File: src/demod_defs.vh
// Constants for the receiver demodulator back end: register offsets, field positions,
// reset values and timing counts. Assumes APB byte addressing, one 32-bit word per register.
`ifndef DEMOD_DEFS_VH
`define DEMOD_DEFS_VH
// Register byte offsets
`define OFS_RATE_DIV 12'h000
`define OFS_SLICER 12'h004
`define OFS_CORR_CTRL 12'h008
`define OFS_FREQ_ERR 12'h00c
`define OFS_CORR_VAL 12'h010
`define OFS_CORR_BW 12'h014
`define OFS_LOW_IDX 12'h018
`define OFS_CARRIER 12'h01c
`define OFS_MODE 12'h020
// Reset values
`define RST_RATE_DIV 16'h1a0b
`define RST_FLOOR 8'h0c
`define RST_CARRIER 24'he4c000
`define RST_CORR_BW 8'h8b
`define RST_RX_BW 8'h55
// Slicer config fields
`define SL_FLOOR_LSB 0
`define SL_STEP_LSB 8
`define SL_PERIOD_LSB 11
`define SL_TYPE_LSB 14
// Threshold types
`define THR_FIXED 2'h0
`define THR_PEAK 2'h1
`define THR_AVG 2'h2
// Correction control bits
`define CC_START 0
`define CC_AUTO 1
`define CC_CLEAR 2
`define CC_DONE 3
`define CC_LOWIDX 4
// Mode register bits
`define MD_RX_EN 0
`define MD_PACKET 1
`define MD_SYNC_OFF 2
`define MD_USE_OOK 3
// 6 dB in half-decibel steps
`define PEAK_DROP 8'h0c
// Bit periods per measurement
`define MEAS_BITS 3'h4
`endif

File: src/peak_slicer.v
// On-off keying slicer with peak, fixed and average thresholds.
// Assumes strength samples arrive one per clock in half-decibel steps.
`timescale 1ns/1ns
`default_nettype none
`include "demod_defs.vh"
module peak_slicer (
   input wire clk,
   input wire rst,
   input wire [7:0] strength,
   input wire [1:0] thr_type,
   input wire [7:0] floor_level,
   input wire [2:0] decay_step,
   input wire [2:0] decay_period,
   output reg sliced
);
   reg [7:0] peak_r;
   reg [7:0] avg_r;
   reg [7:0] dec_cnt_r;
   wire [7:0] peak_thr;
   wire [7:0] thr;
   wire [7:0] step_w;
   wire [7:0] period_w;
   assign step_w = {4'h0, decay_step, 1'b0} + 8'h02;
   assign period_w = 8'h01 << decay_period;
   // Peak threshold is peak less 6 dB, clamped at zero
   assign peak_thr = (peak_r > `PEAK_DROP) ? (peak_r - `PEAK_DROP) : 8'h00;
   // Threshold selection
   assign thr = (thr_type == `THR_PEAK) ? ((peak_thr < floor_level) ? floor_level : peak_thr) :
                (thr_type == `THR_AVG) ? avg_r : floor_level;
   // Peak tracking with periodic decay toward the floor
   always @(posedge clk or posedge rst) begin
      if (rst) begin
         peak_r <= 8'h00;
         dec_cnt_r <= 8'h00;
         avg_r <= 8'h00;
         sliced <= 1'b0;
      end else begin
         sliced <= (strength > thr);
         avg_r <= avg_r - {3'h0, avg_r[7:3]} + {3'h0, strength[7:3]};
         if (strength >= peak_r) begin
            peak_r <= strength;
            dec_cnt_r <= 8'h00;
         end else if (dec_cnt_r + 8'h01 >= period_w) begin
            dec_cnt_r <= 8'h00;
            if ({1'b0, peak_r} > {1'b0, floor_level} + {1'b0, step_w}) // Nine bits, no wrap near full scale
               peak_r <= peak_r - step_w;
            else
               peak_r <= floor_level;
         end else begin
            dec_cnt_r <= dec_cnt_r + 8'h01;
         end
      end
   end
endmodule // peak_slicer
`default_nettype wire

File: src/bit_sync.v
// Bit synchronizer: recovers clock and data from a raw bit stream.
// Assumes the divisor gives clock cycles per bit, at least 4.
`timescale 1ns/1ns
`default_nettype none
`include "demod_defs.vh"
module bit_sync (
   input wire clk,
   input wire rst,
   input wire [15:0] divisor,
   input wire raw_bit,
   output reg bit_tick,
   output reg data_out,
   output reg clk_out
);
   reg [15:0] phase_r;
   reg prev_r;
   wire [15:0] half_w;
   assign half_w = {1'b0, divisor[15:1]};
   // Phase counter nudged back to zero on each data edge
   always @(posedge clk or posedge rst) begin
      if (rst) begin
         phase_r <= 16'h0000;
         prev_r <= 1'b0;
         bit_tick <= 1'b0;
         data_out <= 1'b0;
         clk_out <= 1'b0;
      end else begin
         prev_r <= raw_bit;
         bit_tick <= 1'b0;
         if (raw_bit != prev_r)
            phase_r <= 16'h0000;
         else if (phase_r + 16'h0001 >= divisor)
            phase_r <= 16'h0000;
         else
            phase_r <= phase_r + 16'h0001;
         // Sample mid-bit, clock rises with data valid
         if (phase_r == half_w) begin
            data_out <= raw_bit;
            clk_out <= 1'b1;
            bit_tick <= 1'b1;
         end else if (phase_r == 16'h0000 && !bit_tick) begin // Never drop a clock raised one cycle ago
            clk_out <= 1'b0;
         end
      end
   end
endmodule // bit_sync
`default_nettype wire

File: src/rx_demod_bitsync_afc.v
// Receiver back end: APB registers, slicer, bit synchronizer, error estimate and correction.
// Assumes APB master in clk domain; demodulator and strength inputs synchronous to clk.
`timescale 1ns/1ns
`default_nettype none
`include "demod_defs.vh"
module rx_demod_bitsync_afc (
   input wire clk,
   input wire rst,
   input wire psel,
   input wire penable,
   input wire pwrite,
   input wire [11:0] paddr,
   input wire [31:0] pwdata,
   output reg [31:0] prdata,
   output reg pready,
   output reg pslverr,
   input wire fsk_bit,
   input wire [7:0] strength,
   input wire signed [11:0] phase_err,
   output reg data_pin,
   output reg recovered_clock_pin,
   output reg [23:0] carrier_freq,
   output reg [7:0] filter_bw,
   output reg correcting
);
   // States
   localparam [2:0] ST_IDLE = 3'b001;
   localparam [2:0] ST_MEAS = 3'b010;
   localparam [2:0] ST_APPLY = 3'b100;
   reg [15:0] rate_divisor_reg;
   reg [15:0] slicer_peak_cfg_reg;
   reg [4:0] corr_ctrl_r;
   reg [15:0] freq_error_reg;
   reg [15:0] freq_correction_value;
   reg [7:0] correction_bandwidth_reg;
   reg [7:0] rx_bw_r;
   reg [7:0] low_index_offset_reg;
   reg [3:0] mode_r;
   reg [2:0] state_r;
   reg [2:0] bits_r;
   reg signed [15:0] acc_r;
   reg rx_en_d_r;
   reg done_r;
   wire sliced;
   wire sync_tick;
   wire sync_data;
   wire sync_clk;
   wire raw_bit;
   wire sync_on;
   wire seq_active;
   wire wr_w;
   wire auto_trig;
   wire start_trig;
   wire [15:0] corr_nxt;
   wire [31:0] rd_w;

   // Decode one register word by offset
   function [31:0] reg_word;
      input [11:0] a;
      begin
         case (a)
            `OFS_RATE_DIV: reg_word = {16'h0000, rate_divisor_reg};
            `OFS_SLICER: reg_word = {16'h0000, slicer_peak_cfg_reg};
            `OFS_CORR_CTRL: reg_word = {27'h0, corr_ctrl_r[4], done_r, corr_ctrl_r[2:1], 1'b0};
            `OFS_FREQ_ERR: reg_word = {16'h0000, freq_error_reg};
            `OFS_CORR_VAL: reg_word = {16'h0000, freq_correction_value};
            `OFS_CORR_BW: reg_word = {16'h0000, rx_bw_r, correction_bandwidth_reg};
            `OFS_LOW_IDX: reg_word = {24'h0, low_index_offset_reg};
            `OFS_CARRIER: reg_word = {8'h00, carrier_freq};
            `OFS_MODE: reg_word = {28'h0, mode_r};
            default: reg_word = 32'h0000_0000;
         endcase
      end
   endfunction

   // Address is mapped when aligned and known
   function mapped;
      input [11:0] a;
      begin
         mapped = (a[1:0] == 2'b00) && (a <= `OFS_MODE);
      end
   endfunction

   assign wr_w = psel && penable && pready && pwrite && mapped(paddr);
   assign rd_w = reg_word(paddr);

   // Demodulator selection: slicer for on-off keying, else frequency demodulator
   assign raw_bit = mode_r[`MD_USE_OOK] ? sliced : fsk_bit;
   // Synchronizer always on in packet mode, optional otherwise
   assign sync_on = mode_r[`MD_PACKET] || !mode_r[`MD_SYNC_OFF];

   peak_slicer u_slicer (
      .clk(clk),
      .rst(rst),
      .strength(strength),
      .thr_type(slicer_peak_cfg_reg[`SL_TYPE_LSB+1:`SL_TYPE_LSB]),
      .floor_level(slicer_peak_cfg_reg[`SL_FLOOR_LSB+7:`SL_FLOOR_LSB]),
      .decay_step(slicer_peak_cfg_reg[`SL_STEP_LSB+2:`SL_STEP_LSB]),
      .decay_period(slicer_peak_cfg_reg[`SL_PERIOD_LSB+2:`SL_PERIOD_LSB]),
      .sliced(sliced)
   );

   bit_sync u_sync (
      .clk(clk),
      .rst(rst),
      .divisor(rate_divisor_reg),
      .raw_bit(raw_bit),
      .bit_tick(sync_tick),
      .data_out(sync_data),
      .clk_out(sync_clk)
   );

   // Correction launch: auto on receive enable edge, else software start bit
   assign auto_trig = corr_ctrl_r[`CC_AUTO] && mode_r[`MD_RX_EN] && !rx_en_d_r;
   assign start_trig = !corr_ctrl_r[`CC_AUTO] && corr_ctrl_r[`CC_START];
   // Busy now or starting this cycle, so flag and bandwidth switch with any carrier undo
   assign seq_active = (state_r != ST_IDLE) || auto_trig || start_trig;
   // Correction value: error, plus low-index offset when enabled
   assign corr_nxt = corr_ctrl_r[`CC_LOWIDX] ?
                     (acc_r + {{8{low_index_offset_reg[7]}}, low_index_offset_reg}) : acc_r;

   // APB slave: one wait state, answer in access phase
   always @(posedge clk or posedge rst) begin
      if (rst) begin
         pready <= 1'b0;
         prdata <= 32'h0000_0000;
         pslverr <= 1'b0;
      end else begin
         pready <= psel && penable && !pready;
         if (psel && penable && !pready) begin
            prdata <= pwrite ? 32'h0000_0000 : rd_w;
            pslverr <= !mapped(paddr);
         end else begin
            pslverr <= 1'b0;
         end
      end
   end

   // Configuration registers written by software
   always @(posedge clk or posedge rst) begin
      if (rst) begin
         rate_divisor_reg <= `RST_RATE_DIV;
         slicer_peak_cfg_reg <= {`THR_PEAK, 6'h00, `RST_FLOOR};
         correction_bandwidth_reg <= `RST_CORR_BW;
         rx_bw_r <= `RST_RX_BW;
         low_index_offset_reg <= 8'h00;
         mode_r <= 4'h0;
         rx_en_d_r <= 1'b0;
      end else begin
         rx_en_d_r <= mode_r[`MD_RX_EN];
         if (wr_w) begin
            case (paddr)
               `OFS_RATE_DIV: rate_divisor_reg <= pwdata[15:0];
               `OFS_SLICER: slicer_peak_cfg_reg <= pwdata[15:0];
               `OFS_CORR_BW: begin
                  correction_bandwidth_reg <= pwdata[7:0];
                  rx_bw_r <= pwdata[15:8];
               end
               `OFS_LOW_IDX: low_index_offset_reg <= pwdata[7:0];
               `OFS_MODE: mode_r <= pwdata[3:0];
               default: ;
            endcase
         end
      end
   end

   // Measurement and correction sequencer
   always @(posedge clk or posedge rst) begin
      if (rst) begin
         state_r <= ST_IDLE;
         bits_r <= 3'h0;
         acc_r <= 16'sh0000;
         corr_ctrl_r <= 5'h00;
         done_r <= 1'b0;
         freq_error_reg <= 16'h0000;
         freq_correction_value <= 16'h0000;
         carrier_freq <= `RST_CARRIER;
      end else begin
         // Control bits from software; start bit self-clears when taken
         if (wr_w && paddr == `OFS_CORR_CTRL) begin
            corr_ctrl_r <= {pwdata[`CC_LOWIDX], 1'b0, pwdata[`CC_CLEAR], pwdata[`CC_AUTO], pwdata[`CC_START]};
         end else if (state_r != ST_IDLE) begin
            corr_ctrl_r[`CC_START] <= 1'b0;
         end
         if (wr_w && paddr == `OFS_CORR_VAL)
            freq_correction_value <= pwdata[15:0];
         if (wr_w && paddr == `OFS_CARRIER)
            carrier_freq <= pwdata[23:0];
         if (wr_w && paddr == `OFS_CORR_CTRL && pwdata[`CC_DONE])
            done_r <= 1'b0;
         case (state_r)
            ST_IDLE: begin
               if (auto_trig || start_trig) begin
                  state_r <= ST_MEAS;
                  bits_r <= 3'h0;
                  acc_r <= 16'sh0000;
                  if (auto_trig && corr_ctrl_r[`CC_CLEAR]) begin
                     // Undo the previous correction first
                     carrier_freq <= carrier_freq + {{8{freq_correction_value[15]}}, freq_correction_value};
                     freq_correction_value <= 16'h0000;
                  end
               end
            end
            ST_MEAS: begin
               if (sync_tick) begin
                  acc_r <= acc_r + {{4{phase_err[11]}}, phase_err};
                  if (bits_r == `MEAS_BITS - 3'h1)
                     state_r <= ST_APPLY;
                  bits_r <= bits_r + 3'h1;
               end
            end
            ST_APPLY: begin
               // Signed error in synthesizer steps
               freq_error_reg <= acc_r;
               freq_correction_value <= corr_nxt;
               carrier_freq <= carrier_freq - {{8{corr_nxt[15]}}, corr_nxt};
               done_r <= 1'b1;
               state_r <= ST_IDLE;
            end
            default: state_r <= ST_IDLE;
         endcase
      end
   end

   // Pin outputs and alternate bandwidth during correction
   always @(posedge clk or posedge rst) begin
      if (rst) begin
         data_pin <= 1'b0;
         recovered_clock_pin <= 1'b0;
         filter_bw <= `RST_RX_BW;
         correcting <= 1'b0;
      end else begin
         data_pin <= sync_on ? sync_data : raw_bit;
         // Pin rises only on a fresh tick, so enabling the output mid-bit leaves no runt pulse
         recovered_clock_pin <= sync_on && (sync_tick || (recovered_clock_pin && sync_clk));
         filter_bw <= seq_active ? correction_bandwidth_reg : rx_bw_r;
         correcting <= seq_active;
      end
   end
endmodule // rx_demod_bitsync_afc
`default_nettype wire

File: config.mk
export PLATFORM = sky130hd
export DESIGN_NAME = rx_demod_bitsync_afc
export DESIGN_NICKNAME = d
export VERILOG_FILES = /design/src/peak_slicer.v /design/src/bit_sync.v /design/src/rx_demod_bitsync_afc.v
export VERILOG_INCLUDE_DIRS = /design/src /design/src/src
export SDC_FILE = /design/constraint.sdc
export NUM_CORES = 1
export LEC_CHECK = 0
export BUFFER_PORTS_ARGS = -buffer_cell sky130_fd_sc_hd__buf_4
export CAP_MARGIN = 10
export CELL_PAD_IN_SITES_DETAIL_PLACEMENT = 1
export CELL_PAD_IN_SITES_GLOBAL_PLACEMENT = 1
export CORE_UTILIZATION = 44
export CTS_BUF_LIST = sky130_fd_sc_hd__clkbuf_8
export CTS_CLUSTER_DIAMETER = 150
export DETAILED_ROUTE_END_ITERATION = 6
export PLACE_DENSITY = 0.78
export SLEW_MARGIN = 20
export SYNTH_ARGS = -nofsm -noshare
export SYNTH_HDL_FRONTEND = slang
export SYNTH_SLANG_ARGS = --single-unit
File: constraint.sdc
create_clock -name clk -period 6.52 [get_ports clk]
set_input_delay 0.652 -clock clk [delete_from_list [all_inputs] [get_ports clk]]
set_output_delay 0.652 -clock clk [all_outputs]
set_load 0.02 [all_outputs]
==> load_flow_metrics.sql, run 1 <==
INSERT INTO impl_metrics (metric_group, metric, value, unit) VALUES
('power', 'power.internal', '2.67', 'mW'),
('floorplan', 'die_w', '193', 'um'),
('global_route', 'globalRoute.totalOverflow', '0', ''),
('synth', 'distinct_cell_type_count_of_the_synthesized_netlist', '83', ''),
('timing', 'totalNegativeSetupSlack', '0', 'ns'),
('timing', 'maxSlewHeadroom', '32.8', '%'),
('clock_network', 'post_cts_resized', '0', ''),
('drt', 'num_vias', '14000', ''),
('timing', 'min_period', '5.03', 'ns'),
('synth', 'syn-mean-instance-area', '9.46', 'um2'),
('power', 'power.density', '219', 'nW/um2'),
('global_route', 'antenna_found_initial', '2', ''),
('place', 'port_buffers', '122', ''),
('drt', 'route.final.wire_length', '51700', 'um'),
('global_route', 'grt_max_degree', '166', ''),
('drt', 'drcViolationCount', '5', ''),
('place', 'placed_area', '17500', 'um2'),
('timing', 'grt_setup_unrepaired', 'false', ''),
('synth', 'synth.cell_area', '16100', 'um2'),
('power', 'peakVddDrop', '0.114', 'mV'),
('critical_path', 'critical_path_top_delay_cell', 'sky130_fd_sc_hd__or3_1', ''),
('drt', 'drtIter0Drc', '895', ''),
('cells_and_area', 'post_layout_nonfiller_instances', '2316', ''),
('floorplan', 'design.die.area', '37400', 'um2'),
('cells_and_area', 'commonest_non_fill_non_tap_cell_in_the_layout', 'sky130_fd_sc_hd__dfrtp_1', ''),
('timing', 'maxClockFrequency', '199', 'MHz'),
('power', 'seq_power_share', '38.9', '%'),
('synth', 'ys_seq_area_share', '35.3', '%'),
('critical_path', 'timing.critical_path.required', '7.00', 'ns'),
('floorplan', 'core_region_area', '35800', 'um2'),
('floorplan', 'rows', '69', ''),
('floorplan', 'starting_utilization_of_the_core_area', '45.0', '%'),
('global_route', 'gr-usage-met1', '36.3', '%'),
('clock_network', 'total_cts_buffers', '41', ''),
('critical_path', 'setup.worst_path.start_class', 'flip-flop', ''),
('clock_network', 'post-cts-setup-buffer-count', '0', ''),
('critical_path', 'crit_chain', 'ha_1, fa_1, a21o_1, a21oi_1, o21bai_1, a21oi_1, o211ai_1, a211oi_1, xnor2_1, mux2i_1, ha_1, a21oi_1, o21ai_0, or3_1, or4_1, a211o_1, o211ai_1', ''),
('synth', 'async_flop_share', '100', '%'),
('cells_and_area', 'final_core_utilization', '51.1', '%'),
('clock_network', 'clkLatencyLatePin', '0.57', 'ns'),
('status', 'outcome', 'finished, violations left', ''),
('place', 'detailedPlacementHpwl', '39700', 'um'),
('clock_network', 'tritoncts_clock_tree', 'built', ''),
('global_route', 'global_route.peak_usage_layer', 'met2', ''),
('global_route', 'first_global_vias', '14800', ''),
('timing', 'setup_violations', '0', ''),
('clock_network', 'post_cts_hold_buffer_count', '0', ''),
('place', 'gpl.final_weighted_congestion', '0.885', ''),
('timing', 'fin_worst_skew', '0.0391', 'ns'),
('cells_and_area', 'reg_top3', 'carrier_freq x24, prdata x24', ''),
('critical_path', 'cp-end-kind', 'flip-flop', ''),
('synth', 'synth-warning-count', '0', ''),
('power', 'comb_power_share', '27.5', '%'),
('timing', 'hold_viol', '0', ''),
('cells_and_area', 'layout_common_cells', 'sky130_fd_sc_hd__dfrtp_1 (198), sky130_fd_sc_hd__nand2_1 (184), sky130_fd_sc_hd__ha_1 (146)', ''),
('clock_network', 'clock-root-buffer', 'sky130_fd_sc_hd__clkbuf_8', ''),
('cells_and_area', 'stdcell_area', '18300', 'um2'),
('synth', 'synth-edff-count', '0', ''),
('power', 'fin_total_pwr', '4.02', 'mW'),
('cells_and_area', 'drive_gt1_share', '17.3', '%'),
('critical_path', 'path_max_fanout', '7', ''),
('status', 'failed_checks', 'DRC', ''),
('global_route', 'met3_usage', '3.96', '%'),
('global_route', 'groute.usage.overall', '27.7', '%'),
('synth', 'postSynthRegisterBits', '226', ''),
('critical_path', 'worst-setup-path-type', 'reg -> reg', ''),
('drt', 'via_per_inst', '6.05', ''),
('critical_path', 'arrival', '5.52', 'ns'),
('power', 'switching_power_as_a_share_of_total_power', '33.4', '%'),
('power', 'pwr-share-clk', '33.7', '%'),
('critical_path', 'critical_path.most_common_cell', 'sky130_fd_sc_hd__a21oi_1', '');
power groups by stage:
stage / registers, mW / clock network [mW] / logic, mW
final: 1.56 / 1.35 / 1.10
after floorplan: 1.54 / 0 / 0.836
after CTS: 1.56 / 1.38 / 1.11
after detailed placement: 1.58 / 0 / 1.10
after global routing: 1.57 / 1.44 / 1.26
after global placement: 1.58 / 0 / 1.02
kinds of logic after synthesis:
group	synth area share [%]
AOI/OAI and AO/OA	20.5
xor gates and xnor gates	5.92
adders and majority gates	12.7
buffers and inverters	4.15
DFF	35.3
muxes	7.30
other	0.0233
and+or+nand+nor	14.1
stage by stage:
step | worst slack, ns | hold slack [ns]
floorplan | 2.14 | 0.382
global placement | 1.68 | 0.440
detailed placement | 1.52 | 0.440
CTS | 1.49 | 0.347
global route | 1.18 | 0.350
finish | 1.49 | 0.305
synth_stat cells, types with 15 or more instances:
cell / n / area [um2]
sky130_fd_sc_hd__a211oi_1: 15 / 113
sky130_fd_sc_hd__a21oi_1: 112 / 561
sky130_fd_sc_hd__a222oi_1: 27 / 270
sky130_fd_sc_hd__dfrtp_1: 198 / 4950
sky130_fd_sc_hd__and3_1: 18 / 113
sky130_fd_sc_hd__a31oi_1: 15 / 93.8
sky130_fd_sc_hd__xor2_1: 36 / 315
sky130_fd_sc_hd__nand2_1: 184 / 691
sky130_fd_sc_hd__o21ai_0: 59 / 295
sky130_fd_sc_hd__nor3_1: 21 / 105
sky130_fd_sc_hd__clkbuf_1: 52 / 195
sky130_fd_sc_hd__dfstp_2: 28 / 736
sky130_fd_sc_hd__nand2b_1: 17 / 106
sky130_fd_sc_hd__inv_1: 99 / 372
sky130_fd_sc_hd__ha_1: 146 / 1830
sky130_fd_sc_hd__a21boi_0: 16 / 120
sky130_fd_sc_hd__xnor2_1: 73 / 639
sky130_fd_sc_hd__o211ai_1: 21 / 158
sky130_fd_sc_hd__nand4_1: 21 / 131
sky130_fd_sc_hd__mux2i_1: 31 / 310
sky130_fd_sc_hd__a21o_1: 59 / 443
sky130_fd_sc_hd__nor2_1: 71 / 267
sky130_fd_sc_hd__nand3_1: 50 / 250
sky130_fd_sc_hd__mux2_2: 64 / 721
cell type report:
cell class,count,area [um2]
Clock inverter,24,105
Sequential cell,226,5690
Inverter,99,375
Timing Repair Buffer,136,1030
Tap cell,461,577
Antenna cell,2,5.00
Clock buffer,52,716
Multi-Input combinational cell,1316,9820
Fill cell,4146,17500
final timing paths:
check / endpoint / startpoint / depth (start not counted) / slack [ns]
max in group asynchronous: carrier_freq[16] / rst / 4 / 4.68
setup / recovery: carrier_freq[18] / low_index_offset_reg[0] / 17 / 1.49
hold / removal: prdata[10] / rst / 3 / 0.31
min in group clk: mode_r[3] / pwdata[3] / 2 / 0.36
setup reg to reg: carrier_freq[18] / low_index_offset_reg[0] / 17 / 1.49
hold reg to reg: rx_en_d_r / mode_r[0] / 0 / 0.47
routing by layer:
layer | part of all wire (%) | up-vias
li1 | - | 6516
met1 | 44 | 7085
met2 | 49 | 311
met3 | 4.5 | 89
met4 | 2.8 | 0
met5 | 0 | -
worst max-delay path: cells and delay by family, from the launching register on:
kind                       cells  cell delay (ns)
AOI/OAI and AO/OA             10             2.10
adders and majority gates      3             1.13
and+or+nand+nor                2             1.00
DFF                            1             0.44
xor gates and xnor gates       1             0.16
muxes                          1             0.14
No activity file was read; power rests on OpenSTA's default activity.
==> run 2: changes to the inputs <==
Settings changed: CORE_UTILIZATION 44 to 49, PLACE_DENSITY 0.78 to 0.83.
Clock period 6.52 ns to 5.05 ns, I/O delays scaled along.
==> run 2 against run 1 <==
Compared with the run above: the run now ends clean; cell area up 1.4%; setup slack worse by 1.2 ns; clock power up 56%; sequential power up 29%; total power up 38%; global-route usage up 4.1 points; maximum frequency up 6.3%; clock-buffer cell count up 6; largest power group is now the clock network.
==> load_flow_metrics.sql, run 2 (same netlist as run 1, synthesis figures left out) <==
INSERT INTO impl_metrics (metric_group, metric, value, unit) VALUES
('status', 'outcome', 'completed', ''),
('timing', 'hold_viol', '0', ''),
('flow_run', 'max_cap_violations', '0', ''),
('drt', 'route.final.wire_length', '52700', 'um'),
('clock_network', 'clkSlewWorstSetupHoldPaths', '0.06', 'ns'),
('drt', 'drtIter0Drc', '956', ''),
('drt', 'drt_pass1_iterations', '7', ''),
('timing', 'setup_violations', '0', ''),
('floorplan', 'starting_utilization_of_the_core_area', '49.7', '%'),
('cells_and_area', 'area.growth.synth_to_final', '15.2', '%'),
('clock_network', 'clock_tree.htree_level_count', '2', ''),
('clock_network', 'clock_path_buffers', '3', ''),
('power', 'power.density', '298', 'nW/um2'),
('timing', 'fin_worst_skew', '0.0215', 'ns'),
('power', 'peakVddDrop', '0.236', 'mV'),
('clock_network', 'clock-root-buffer', 'sky130_fd_sc_hd__clkbuf_8', ''),
('place', 'detailedPlacementHpwl', '40200', 'um'),
('floorplan', 'num_io_pins', '139', ''),
('critical_path', 'slowest_delay', '0.45', 'ns'),
('critical_path', 'worst-setup-path-type', 'reg -> reg', ''),
('global_route', 'antenna_found_initial', '0', ''),
('cells_and_area', 'reg_top3', 'carrier_freq x24, prdata x24', ''),
('floorplan', 'core_region_area', '32500', 'um2'),
('drt', 'wire_per_inst', '22.8', 'um'),
('clock_network', 'tritoncts_clock_tree', 'built', ''),
('critical_path', 'critical_path_top_delay_cell', 'sky130_fd_sc_hd__or4_1', ''),
('critical_path', 'cp-end-kind', 'flip-flop', ''),
('worst_hold_path', 'holdCritPathClass', 'in -> async', ''),
('timing', 'timing_worst_slew_pin_value', '1.06', 'ns'),
('cells_and_area', 'layout_common_cells', 'sky130_fd_sc_hd__dfrtp_1 (198), sky130_fd_sc_hd__nand2_1 (184), sky130_fd_sc_hd__ha_1 (146), sky130_fd_sc_hd__buf_4 (146), sky130_fd_sc_hd__a21oi_1 (110)', ''),
('floorplan', 'design.die.area', '33600', 'um2'),
('power', 'power_leakage', '8.71', 'nW'),
('place', 'port_buffers', '122', ''),
('global_route', 'grt_max_degree', '130', ''),
('cells_and_area', 'nets', '2060', ''),
('global_route', 'first_global_vias', '15200', ''),
('drt', 'num_vias', '14300', ''),
('global_route', 'groute.usage.overall', '31.8', '%'),
('cells_and_area', 'final_core_utilization', '57.2', '%'),
('drt', 'antenna_violating_nets_post_route', '0', ''),
('cells_and_area', 'commonest_non_fill_non_tap_cell_in_the_layout', 'sky130_fd_sc_hd__dfrtp_1', ''),
('clock_network', 'tritoncts_num_sinks', '226', ''),
('timing', 'grt_setup_unrepaired', 'false', ''),
('critical_path', 'crit_chain', 'ha_1, fa_1, a21o_1, a21oi_2, o21bai_1, a21oi_2, o211ai_1, a21oi_1, xnor2_1, nand2_1, and2_1, ha_1, and3_1, nand3_1, a31oi_1, or3_4, or4_1, a211o_1, o211ai_1', ''),
('drt', 'via_per_inst', '6.21', ''),
('drt', 'drcViolationCount', '0', ''),
('cells_and_area', 'antennaDiodeCount', '0', ''),
('place', 'gpl.final_weighted_congestion', '0.934', ''),
('global_route', 'globalRoute.totalOverflow', '0', ''),
('floorplan', 'rows', '66', ''),
('timing', 'worst_hold_slack', '0.0778', 'ns'),
('timing', 'maxClockFrequency', '211', 'MHz'),
('floorplan', 'die_w', '183', 'um'),
('critical_path', 'setup.worst_path.start_class', 'flip-flop', ''),
('timing', 'min_period_over_period', '93.8', '%'),
('timing', 'min_period', '4.74', 'ns'),
('critical_path', 'timing.critical_path.required', '5.54', 'ns'),
('cells_and_area', 'drive_gt1_share', '18.4', '%'),
('floorplan', 'die_height', '183', 'um'),
('global_route', 'global_route_wire_length_before_repair', '83600', 'um'),
('critical_path', 'arrival', '5.23', 'ns'),
('timing', 'final-max-slew-violation-count', '0', ''),
('clock_network', 'clkLatencyLatePin', '0.59', 'ns'),
('clock_network', 'total_cts_buffers', '43', ''),
('critical_path', 'path_max_fanout', '7', ''),
('timing', 'maxSlewHeadroom', '29.6', '%');
==> run 2: cell type report <==
type,count,area (um2)
clock buffers,58,798
clock inverters,22,204
fillers,3690,13900
inverters,99,375
multi-input cells,1316,9840
flip-flops and latches,226,5690
well taps,442,553
repair buffers,147,1120
==> run 2: power breakdown <==
part	total [mW]	internal, mW	switching [mW]
Clock	2.10	1.23	0.864
Sequential	2.01	1.90	0.110
Combinational	1.43	0.634	0.797
Total	5.54	3.77	1.77
==> run 2: critical path, delay by kind of cell, from the launching register on <==
| kind | cells | cell delay [ns] |
|---|---|---|
| AND/OR/NAND/NOR | 6 | 1.41 |
| adder cells (fa/ha/maj) | 3 | 1.03 |
| XOR/XNOR | 1 | 0.14 |
| AO/OA/AOI/OAI | 9 | 1.65 |
| flip-flops | 1 | 0.42 |
==> run 2: path summary, 6_finish.rpt <==
path / startpoint / end / slack [ns] / cells past startpoint
worst min register to register: mode_r[0] / rx_en_d_r / 0.43 / 0
worst max-delay path: low_index_offset_reg[0] / carrier_freq[20] / 0.31 / 19
max in group asynchronous: rst / acc_r[15] / 3.76 / 3
min in group clk: strength[2] / u_slicer.peak_r[2] / 0.19 / 3
worst max register to register: low_index_offset_reg[0] / carrier_freq[20] / 0.31 / 19
worst min-delay path: rst / prdata[23] / 0.08 / 2
==> run 2: stage by stage <==
stage	cells	instance area [um2]	TNS, ns	power (mW)	setup WS (ns)
after floorplan	1711	16200	0	3.07	0.668
after global placement	2229	17500	0	3.35	0.247
after detailed placement	2229	17500	-0.0330	3.46	-0.0330
after CTS	2309	18500	0	5.58	0.0136
after global routing	2310	18600	0	5.84	0.0360
final	2310	18600	0	5.54	0.312
==> run 2: repair_timing <==
item                       CTS  global route
buffers inserted             0             1
setup endpoints to repair    1             8
pin swaps                    0             1
gates resized for setup      1             6
hold buffers                 0             0
==> run 2: per-layer routing <==
layer  wire (um)  share of wire (%)  up-vias  GRT usage (%)
met5           0                  0        -              0
met2       26400                 50      426           56.2
met4        1890                3.6        0           12.1
li1            -                  -     6540              -
met3        2710                5.1      119           4.01
met1       21600                 41     7259           39.3
